[src/design/strap_cfg_regs.svh]
/*
  Offsets, field positions and reset values of the strap-loaded register bank.
  Assumes inclusion by bare name from the design files.
*/
`ifndef STRAP_CFG_REGS_SVH
`define STRAP_CFG_REGS_SVH

// Register indices, in the order the serial port addresses them
`define IDX_HIGH_SPEED_MODE      3'h0
`define IDX_AUXILIARY_MODE       3'h1
`define IDX_RECEIVER_SETTINGS    3'h2
`define IDX_INPUT_TERM_AB        3'h3
`define IDX_INPUT_TERM_CD        3'h4
`define IDX_EQUALIZER_AB         3'h5
`define IDX_EQUALIZER_CD         3'h6
`define IDX_TRANSMITTER_SETTINGS 3'h7

// Field positions
`define ENABLE_BIT               6
`define SELECT_LSB               0
`define TERM_MASTER_BIT          0
`define PREEMPH_LSB              2
`define OUT_TERM_BIT             1
`define OUT_CURRENT_BIT          0

// Fixed strap-mode values and the register reset value
`define AUX_ENABLE_FORCED        1'h1
`define INPUT_TERM_STRAP         8'h00
`define RX_SETTINGS_STRAP        8'h01
`define REG_RESET                8'h00

`endif

[src/design/strap_cfg_pkg.sv]
/*
  Types shared by the strap configuration loader.
  Assumes nothing beyond a SystemVerilog compiler.
*/
package strap_cfg_pkg;
  typedef enum logic [1:0] {SRC_A, SRC_B, SRC_C, SRC_D} source_sel_t;
  typedef enum logic [1:0] {PE_0DB, PE_2DB, PE_4DB, PE_6DB} preemph_t;
  typedef enum {LOAD_STRAPS, SERIAL_OWNED} owner_state_t;
endpackage

[src/design/term_decode.sv]
/*
  Per-lane input termination switch decode.
  Assumes the register bank supplies the master bit and sixteen per-lane bits.
*/
`timescale 1ns/10ps
module term_decode
  import strap_cfg_pkg::*;
(
  // Control
  input  wire logic        input_term_master,
  input  wire logic [15:0] input_term_per_lane,
  // Switches
  output logic      [15:0] term_switch_on
);
  genvar i;
  generate
    for (i = 0; i < 16; i = i + 1) begin : g_lane
      assign term_switch_on[i] = input_term_master & input_term_per_lane[i];
    end
  endgenerate
endmodule

[src/design/parallel_strap_config_loader.sv]
/*
  Register bank of the 4:1 video link switch, loaded from strap pins after
  reset until the first serial access, plus decode of the analog controls.
  Assumes straps are static and synchronous; the serial port supplies a
  one-cycle access strobe with index and write data.
*/
`timescale 1ns/10ps
`include "strap_cfg_regs.svh"
module parallel_strap_config_loader
  import strap_cfg_pkg::*;
(
  // Clock and reset
  input  wire logic        mclk,
  input  wire logic        rst_n,
  // Strap pins
  input  wire logic        lane_enable_strap,
  input  wire logic [1:0]  source_select_strap,
  input  wire logic        equalizer_strap,
  input  wire logic [1:0]  preemph_level_strap,
  input  wire logic        out_termination_strap,
  input  wire logic        out_current_strap,
  // Serial register port
  input  wire logic        ser_access,
  input  wire logic        ser_write,
  input  wire logic [2:0]  ser_index,
  input  wire logic [7:0]  ser_wdata,
  output logic      [7:0]  ser_rdata,
  output logic             straps_detached,
  // Register views
  output logic      [7:0]  high_speed_mode_reg,
  output logic      [7:0]  auxiliary_mode_reg,
  output logic      [7:0]  receiver_settings_reg,
  output logic      [7:0]  input_termination_ab_reg,
  output logic      [7:0]  input_termination_cd_reg,
  output logic      [7:0]  equalizer_ab_reg,
  output logic      [7:0]  equalizer_cd_reg,
  output logic      [7:0]  transmitter_settings_reg,
  // Decoded controls
  output logic             lanes_on,
  output logic             standby,
  output source_sel_t      hs_source,
  output logic             aux_switch_on,
  output source_sel_t      aux_source,
  output logic      [15:0] eq_high,
  output logic      [15:0] term_switch_on,
  output preemph_t         preemph_level,
  output logic             out_term_on,
  output logic             out_current_high
);

  owner_state_t owner_reg;
  logic [7:0]   hs_strap;
  logic [7:0]   aux_strap;
  logic [7:0]   eq_strap;
  logic [7:0]   tx_strap;
  logic         strap_phase;
  logic [7:0]   wr_sel;

  always_ff @(posedge mclk or negedge rst_n) begin
    if (!rst_n) begin
      owner_reg <= LOAD_STRAPS;
    end else begin
      case (owner_reg)
        LOAD_STRAPS: begin
          if (ser_access) begin
            owner_reg <= SERIAL_OWNED;
          end
        end
        SERIAL_OWNED: owner_reg <= SERIAL_OWNED;
        default:      owner_reg <= LOAD_STRAPS;
      endcase
    end
  end

  assign strap_phase     = (owner_reg == LOAD_STRAPS) && !ser_access;
  assign straps_detached = (owner_reg == SERIAL_OWNED);

  assign hs_strap  = {1'b0, lane_enable_strap, 4'h0, source_select_strap};
  assign aux_strap = {1'b0, `AUX_ENABLE_FORCED, 4'h0, source_select_strap};
  assign eq_strap  = {8{equalizer_strap}};
  assign tx_strap  = {4'h0, preemph_level_strap, out_termination_strap, out_current_strap};

  genvar r;
  generate
    for (r = 0; r < 8; r = r + 1) begin : g_wsel
      assign wr_sel[r] = ser_access && ser_write && (ser_index == 3'(r));
    end
  endgenerate

  // Straps are static; reloading them every cycle makes pin edits visible
  // on the next edge until the first serial access, with no reset needed.
  always_ff @(posedge mclk or negedge rst_n) begin
    if (!rst_n) begin
      high_speed_mode_reg <= `REG_RESET;
    end else if (strap_phase) begin
      high_speed_mode_reg <= hs_strap;
    end else if (wr_sel[`IDX_HIGH_SPEED_MODE]) begin
      high_speed_mode_reg <= ser_wdata;
    end
  end

  always_ff @(posedge mclk or negedge rst_n) begin
    if (!rst_n) begin
      auxiliary_mode_reg <= `REG_RESET;
    end else if (strap_phase) begin
      auxiliary_mode_reg <= aux_strap;
    end else if (wr_sel[`IDX_AUXILIARY_MODE]) begin
      auxiliary_mode_reg <= ser_wdata;
    end
  end

  always_ff @(posedge mclk or negedge rst_n) begin
    if (!rst_n) begin
      receiver_settings_reg <= `REG_RESET;
    end else if (strap_phase) begin
      receiver_settings_reg <= `RX_SETTINGS_STRAP;
    end else if (wr_sel[`IDX_RECEIVER_SETTINGS]) begin
      receiver_settings_reg <= ser_wdata;
    end
  end

  always_ff @(posedge mclk or negedge rst_n) begin
    if (!rst_n) begin
      input_termination_ab_reg <= `REG_RESET;
      input_termination_cd_reg <= `REG_RESET;
    end else if (strap_phase) begin
      input_termination_ab_reg <= `INPUT_TERM_STRAP;
      input_termination_cd_reg <= `INPUT_TERM_STRAP;
    end else begin
      if (wr_sel[`IDX_INPUT_TERM_AB]) begin
        input_termination_ab_reg <= ser_wdata;
      end
      if (wr_sel[`IDX_INPUT_TERM_CD]) begin
        input_termination_cd_reg <= ser_wdata;
      end
    end
  end

  always_ff @(posedge mclk or negedge rst_n) begin
    if (!rst_n) begin
      equalizer_ab_reg <= `REG_RESET;
      equalizer_cd_reg <= `REG_RESET;
    end else if (strap_phase) begin
      equalizer_ab_reg <= eq_strap;
      equalizer_cd_reg <= eq_strap;
    end else begin
      if (wr_sel[`IDX_EQUALIZER_AB]) begin
        equalizer_ab_reg <= ser_wdata;
      end
      if (wr_sel[`IDX_EQUALIZER_CD]) begin
        equalizer_cd_reg <= ser_wdata;
      end
    end
  end

  always_ff @(posedge mclk or negedge rst_n) begin
    if (!rst_n) begin
      transmitter_settings_reg <= `REG_RESET;
    end else if (strap_phase) begin
      transmitter_settings_reg <= tx_strap;
    end else if (wr_sel[`IDX_TRANSMITTER_SETTINGS]) begin
      transmitter_settings_reg <= ser_wdata;
    end
  end

  // Read data registered; index decoded in the access cycle, data valid one cycle after
  always_ff @(posedge mclk or negedge rst_n) begin
    if (!rst_n) begin
      ser_rdata <= 8'h00;
    end else if (ser_access && !ser_write) begin
      case (ser_index)
        `IDX_HIGH_SPEED_MODE:      ser_rdata <= high_speed_mode_reg;
        `IDX_AUXILIARY_MODE:       ser_rdata <= auxiliary_mode_reg;
        `IDX_RECEIVER_SETTINGS:    ser_rdata <= receiver_settings_reg;
        `IDX_INPUT_TERM_AB:        ser_rdata <= input_termination_ab_reg;
        `IDX_INPUT_TERM_CD:        ser_rdata <= input_termination_cd_reg;
        `IDX_EQUALIZER_AB:         ser_rdata <= equalizer_ab_reg;
        `IDX_EQUALIZER_CD:         ser_rdata <= equalizer_cd_reg;
        `IDX_TRANSMITTER_SETTINGS: ser_rdata <= transmitter_settings_reg;
        default:                   ser_rdata <= 8'h00;
      endcase
    end
  end

  assign lanes_on      = high_speed_mode_reg[`ENABLE_BIT];
  assign standby       = ~high_speed_mode_reg[`ENABLE_BIT];
  assign hs_source     = source_sel_t'(high_speed_mode_reg[`SELECT_LSB +: 2]);
  assign aux_switch_on = auxiliary_mode_reg[`ENABLE_BIT];
  assign aux_source    = source_sel_t'(auxiliary_mode_reg[`SELECT_LSB +: 2]);
  assign eq_high       = {equalizer_cd_reg, equalizer_ab_reg};
  assign preemph_level = preemph_t'(transmitter_settings_reg[`PREEMPH_LSB +: 2]);
  assign out_term_on   = transmitter_settings_reg[`OUT_TERM_BIT];
  assign out_current_high = transmitter_settings_reg[`OUT_CURRENT_BIT];

  term_decode u_term (
    .input_term_master   (receiver_settings_reg[`TERM_MASTER_BIT]),
    .input_term_per_lane ({input_termination_cd_reg, input_termination_ab_reg}),
    .term_switch_on      (term_switch_on)
  );
endmodule

[config.mk]
export PLATFORM = sky130hd
export DESIGN_NAME = parallel_strap_config_loader
export DESIGN_NICKNAME = d
export VERILOG_FILES = /design/src/design/strap_cfg_pkg.sv /design/src/design/term_decode.sv /design/src/design/parallel_strap_config_loader.sv
export VERILOG_INCLUDE_DIRS = /design/src /design/src/design
export SDC_FILE = /design/constraint.sdc
export NUM_CORES = 1
export LEC_CHECK = 0
export ABC_AREA = 1
export BUFFER_PORTS_ARGS = -buffer_cell sky130_fd_sc_hd__buf_2
export CAP_MARGIN = 10
export CORE_UTILIZATION = 51
export DETAILED_ROUTE_END_ITERATION = 6
export GPL_TIMING_DRIVEN = 0
export PLACE_DENSITY_LB_ADDON = 0.3
export SYNTH_ARGS = -nofsm -noshare
export SYNTH_HDL_FRONTEND = slang
export SYNTH_HIERARCHICAL = 1
export SYNTH_SLANG_ARGS = --single-unit
[constraint.sdc]
create_clock -name mclk -period 1.9 [get_ports mclk]
set_input_delay 0.095 -clock mclk [delete_from_list [all_inputs] [get_ports mclk]]
set_output_delay 0.095 -clock mclk [all_outputs]
set_load 0.01 [all_outputs]
==> summary.md, run 1 <==
| Metric | Value |
|---|---|
| Mapped Nets | 570 |
| Layout Nets | 720 |
| Worst-path clk slew | 0.08 ns |
| Antenna viol nets, final | 0 |
| First-pass GRT wire length | ~21000 um |
| Vias/cell | 5.306 |
| Register area share after synthesis | 44.70% |
| Count of cell types in the netlist | 22 |
| CTS Root Cell | clkbuf_8 |
| Critical path startpoint | owner_reg[0] |
| Startpoint types | register |
| Reg power frac | 41.3% |
| Die height | just over 90 um |
| Drt total wl | 13280 um |
| Via count | between 4000 and 5000 |
| Critical Path Fanout Max | 10 |
| Hold crit path type | in2reg |
| Post-Layout Cell Count | 803 |
| Final Instance Area | 5164 um2 |
| Worst Path Required | 2.14 ns |
| Die X | 91.52 um |
| I/O pins | around 140 |
| R2R depth | 7 |
| Placed cell area | about 4900 um2 |
| Post_cts resized | 0 |
| Worst-Margin Slew | between 0.8 and 0.9 ns |
| Cell Area, Synth | between 4000 and 5000 um2 |
| Max Slew Vio Count | 0 |
| CP Capture Type | register |
| Yosys reg bits | 73 |
| Clock power share | 27.5% |
| Net Sw Power | 1.888 mW |
| Power density over the cells | 1052 nW/um2 |
| Post-layout util | 66.82% |
| Total GRT Usage | ~33% |
| Reg-to-reg endpoint | input_termination_ab_reg[7] |
| Largest net degree at the start of global routing | 74 |
| Antenna Cells | 0 |
| DP HPWL | 9876 um |
| Bufs on Longest Clock Path | 2 |
| CTS Sinks | between 70 and 80 |
| Critical path arrival | 2.04 ns |
| Max-cap violation count | 0 |
| Routed len/inst | between 15 and 20 um |
| Worst clock skew | about 0.010 ns |
| Internal Power | 3.547 mW |
| Status | completed |
| Smallest hold slack | 0.01256 ns |
| Final hold vios | 0 |
| Setup ws final | 0.1036 ns |
| Sw Share | between 30% and 40% |
| GR Overflow Total | 0 |
| Placeable Area | 7727 um2 |
| Initial DRC count | 304 |
| Depth of the CTS H-tree | 3 |
| IO Port Bufs | 137 |
| Initial Utilization | 52.88% |
| Syn_area_per_cell | ~7.5 um2 |
| Layout cells sized above 1 | between 30% and 40% |
| CP Capture Point | input_termination_ab_reg[7] |
| R2R Path Start | owner_reg[0] |
| Pre-CTS setup slack | between 0.15 and 0.2 ns |
| Slew HR | 40.05% |
| Residual DRC | 0 |
| TritonCTS clock tree | built |
| Worst-Skew Late Latency | 0.36 ns |
| Final setup vio count | 0 |
| Power consumption | around 5.4 mW |
| Initial antenna violation count | 0 |
| Fmax | 556.7 MHz |
| Kind of critical path | reg2reg |
| Synth warn | 6 |
| RSZ-0062 raised after global routing | no |
| Logic pwr share | 31.1% |
| CTS buffer count | 9 |
| Multi-input gate area | about 1600 um2 |
| Syn Inst Count | 547 |
| Flop2flop setup slack | about 0.10 ns |
| Placed Cells | 786 |
| Tcrit/Tclk final | 94.55% |
| Hold Path Depth | 3 |
| Peak supply drop | around 570 uV |
| Vias in the first global route | 3989 |
| # rows | 32 |
| Die area | between 8000 and 9000 um2 |
| Routability congestion estimate | approximately 0.95 |
| Drt pass-1 iters | 6 |
| Tmin final | approximately 1.8 ns |
| Final total negative setup slack | 0 ns |
| P_leak | 3.013 nW |
| FF+latch area | 1827 um2 |
| Fillers | approximately 700 |
| Area Overhead vs Synth | 26.36% |
cell type report:
type | instances | area share (%)
Tap cell | 102 | 2.472
Clock inverter | 5 | 2.011
Buffer | 55 | 7.366
Inverter | 83 | 6.082
Sequential cell | 73 | 35.38
Multi-Input combinational cell | 336 | 30.31
Clock buffer | 10 | 2.665
Timing Repair Buffer | 139 | 13.71
per-layer routing:
metal / global-route usage [%] / routed length [um]
met5: 0 / 0
met4: 16.01 / 558
met3: 9.213 / 1235
met2: 50.00 / 5977
met1: 44.23 / 5505
cells in the final DEF (no fill, tap or decap), types with 4 or more instances in the layout:
cell type	netlist	layout
a21oi_1	11	11
nand2_1	156	156
nand4_1	48	48
o21ai_2	5	5
nand3_1	14	14
clkinv_1	4	4
buf_4	35	36
inv_2	11	11
inv_1	67	67
clkbuf_8	0	10
o21ai_1	59	59
o21ai_0	9	9
buf_2	15	151
nand2_2	7	7
nor2_1	23	23
dfrtp_1	73	73
synthesized netlist by cell type:
master | number | share of area (%)
nand2_1 | 156 | 14
dfrtp_1 | 73 | 45
inv_1 | 67 | 6.2
o21ai_1 | 59 | 7.2
nand4_1 | 48 | 7.3
buf_4 | 35 | 6.4
nor2_1 | 23 | 2.1
buf_2 | 15 | 1.8
nand3_1 | 14 | 1.7
a21oi_1 | 11 | 1.3
inv_2 | 11 | 1.0
o21ai_0 | 9 | 1.1
nand2_2 | 7 | 1.1
o21ai_2 | 5 | 1.1
clkinv_1 | 4 | 0.37
buf_1 | 3 | 0.28
nor2_2 | 2 | 0.31
buf_12 | 1 | 0.49
buf_6 | 1 | 0.28
inv_4 | 1 | 0.15
nor2_4 | 1 | 0.28
o21ai_4 | 1 | 0.40
power groups by stage:
stage               Sequential [mW]  Combinational (mW)  Clock (mW)
floorplan                      2.33               0.824           0
global placement               2.25                1.65           0
detailed placement             2.27                1.69           0
CTS                            2.24                1.70        1.49
global route                   2.29                1.86        1.56
finish                         2.25                1.69        1.50
kinds of logic after synthesis:
logic type / synth area share, %
AND/OR/NAND/NOR: 27.16
AO/OA/AOI/OAI: 11.14
buffers and inverters: 16.99
flip-flops: 44.70
how the worst min path moves through the flow:
| stage | start | to | slack [ns] |
|---|---|---|---|
| 2_1_floorplan | rst_n | auxiliary_mode_reg[0] | -0.20 |
| 3_3_place_gp | ser_wdata[0] | receiver_settings_reg[0] | 0.34 |
| 3_5_place_dp | rst_n | transmitter_settings_reg[2] | 0.28 |
| 4_1_cts | lane_enable_strap | high_speed_mode_reg[6] | 0.02 |
| 5_1_grt | lane_enable_strap | high_speed_mode_reg[6] | 0.01 |
| 6_report | ser_wdata[6] | auxiliary_mode_reg[6] | 0.01 |
timing repair:
item | 4_1_cts | 5_1_grt
hold endpoints to repair | 74 | 0
setup buffers | 0 | 0
hold buffers | 2 | 0
critical path, cell delays in order, from the launching register on:
cell and delay [ns]:
dfrtp_1 0.41, nor2_2 0.18, inv_2 0.13, buf_4 0.20, nand2_1 0.21, clkinv_1 0.32, nand2_1 0.15, o21ai_1 0.07
(Power assumes the default switching activity.)
==> run 2, diff against run 1 <==
- ABC_CLOCK_PERIOD_IN_PS: default -> 1810
- clock period: 1.9 -> 1.81 ns (I/O delays scaled with it)
==> summary.md, run 2 (synthesized netlist as in run 1, its figures left out) <==
| Metric | Value |
|---|---|
| Power density over the cells | 1104 nW/um2 (+4.9%) |
| Most common cell after layout, fill and taps aside | nand2_1 |
| Vias in the first global route | 3989 (unchanged) |
| Largest net degree at the start of global routing | 74 (unchanged) |
| Final hold vios | 0 (unchanged) |
| Critical path startpoint | owner_reg[0] |
| Worst clock skew | 0.008864 ns (-0.001480 ns) |
| Vias/cell | 5.249 (-1.1%) |
| Worst-Margin Slew | 0.9118 ns (+0.01260 ns) |
| Status | completed |
| Worst Path Required | 2.05 ns (-0.09 ns) |
| R2R depth | 7 (unchanged) |
| Initial Utilization | 52.88% (unchanged) |
| Pre-CTS setup slack | 0.06206 ns (-0.09000 ns) |
| Slew HR | 39.21% (-0.84 points) |
| Reg-to-reg endpoint | input_termination_ab_reg[7] |
| Layout Nets | 720 (unchanged) |
| Most frequent cells in the layout | nand2_1, buf_2, dfrtp_1 |
| Post-layout util | 66.87% (about the same) |
| GR Overflow Total | 0 (unchanged) |
| Kind of critical path | reg2reg |
| Layout cells sized above 1 | 33.67% (+0.57 points) |
| Flop2flop setup slack | 0.07 ns (-0.04 ns) |
| # rows | 32 (unchanged) |
| Placeable Area | 7727 um2 (unchanged) |
| Initial antenna violation count | 0 (unchanged) |
| Startpoint types | register |
| CP Capture Type | register |
| Initial DRC count | 264 (-13%) |
| P_leak | 3.019 nW (+0.22%) |
| TritonCTS clock tree | built |
| Routability congestion estimate | 0.9471 (unchanged) |
| Die X | 91.52 um (unchanged) |
| Depth of the CTS H-tree | 3 (unchanged) |
| Worst-Skew Late Latency | 0.36 ns (about the same) |
| Via count | 4215 (-1.1%) |
| Antenna viol nets, final | 0 (unchanged) |
| R2R Path Start | owner_reg[0] |
| CTS Sinks | 73 (unchanged) |
| Area Overhead vs Synth | 26.45% (about the same) |
| Critical path arrival | 1.98 ns (-0.06 ns) |
| Tcrit/Tclk final | 96.32% (+1.8 points) |
| Critical Path Fanout Max | 10 (unchanged) |
| Drt pass-1 iters | 7 (+1) |
| Drt total wl | 13280 um (about the same) |
| Residual DRC | 0 (unchanged) |
| Setup ws final | 0.06666 ns (-0.03690 ns) |
| Worst-path clk slew | 0.08 ns (about the same) |
| Final setup vio count | 0 (unchanged) |
| Tmin final | 1.743 ns (-0.05310 ns) |
| Total GRT Usage | 33.26% (unchanged) |
| CTS buffer count | 9 (unchanged) |
| Bufs on Longest Clock Path | 2 (unchanged) |
| DP HPWL | 9876 um (unchanged) |
| CP Capture Point | input_termination_ab_reg[7] |
| Max Slew Vio Count | 0 (unchanged) |
| Peak supply drop | 594.2 uV (+5.0%) |
| First-pass GRT wire length | 20890 um (unchanged) |
| Max-cap violation count | 0 (unchanged) |
| IO Port Bufs | 137 (unchanged) |
| Fmax | 573.6 MHz (+3.0%) |
| Die height | 91.52 um (unchanged) |
| Die area | 8375 um2 (unchanged) |
| Antenna Cells | 0 (unchanged) |
| I/O pins | 139 (unchanged) |
| CTS Root Cell | clkbuf_8 |
| Hold crit path type | in2reg |
| Routed len/inst | 16.54 um (about the same) |
-- run 2: timing repair --
| action | 4_1_cts | 5_1_grt |
|---|---|---|
| endpoints found under the setup margin | 0 | 12 |
| hold buffers | 2 | 0 |
| endpoints found under the hold margin | 74 | 0 |
| setup buffers | 0 | 0 |
| gates resized for setup | 0 | 4 |
-- run 2: worst min path at each step --
stage	startpoint	endpoint	depth (start not counted)
after floorplan	rst_n	auxiliary_mode_reg[0]	0
after global placement	ser_wdata[0]	receiver_settings_reg[0]	3
after detailed placement	rst_n	transmitter_settings_reg[2]	1
after CTS	lane_enable_strap	high_speed_mode_reg[6]	3
after global routing	lane_enable_strap	high_speed_mode_reg[6]	3
final	ser_wdata[6]	auxiliary_mode_reg[6]	3
-- run 2: per-layer routing --
layer / GRT usage (%) / up-vias / share of wire (%)
li1: - / 2031 / -
met1: 44.23 / 1945 / 42
met2: 50.00 / 203 / 45
met3: 9.213 / 36 / 8.7
met4: 16.01 / 0 / 3.9
met5: 0 / - / 0
-- run 2: through the flow --
step                   TNS [ns]  hold WS [ns]  power (mW)  instances  area (um2)
global route        -0.00001266      0.006195       5.998        803        5167
finish                        0      0.009604       5.703        803        5167
detailed placement            0        0.2785       4.150        786        4902
floorplan                     0       -0.2051       3.309        547        4086
global placement              0        0.3377       4.099        786        4900
CTS                           0       0.01266       5.702        803        5164
-- run 2: power breakdown --
part / leakage (nW) / internal [mW] / switching [mW]
clock network: 0.122 / 0.946 / 0.622
registers: 0.896 / 1.97 / 0.384
logic: 2.00 / 0.805 / 0.973
-- run 2: cell type report --
type | instances | area (um2)
Fill cell | 708 | 2560
Tap cell | 102 | 127.6
Inverter | 83 | 317.8
Timing Repair Buffer | 139 | 708.2
Clock inverter | 5 | 103.9
Clock buffer | 10 | 137.6
Sequential cell | 73 | 1827
Buffer | 55 | 380.4
Multi-Input combinational cell | 336 | 1565
-- run 2: worst max-delay path, stage by stage, from the launching register on --
cell,delay (ns)
dfrtp_1,0.41
nor2_2,0.18
inv_2,0.13
buf_4,0.20
nand2_1,0.25
clkinvlp_4,0.28
nand2_1,0.12
o21ai_1,0.06
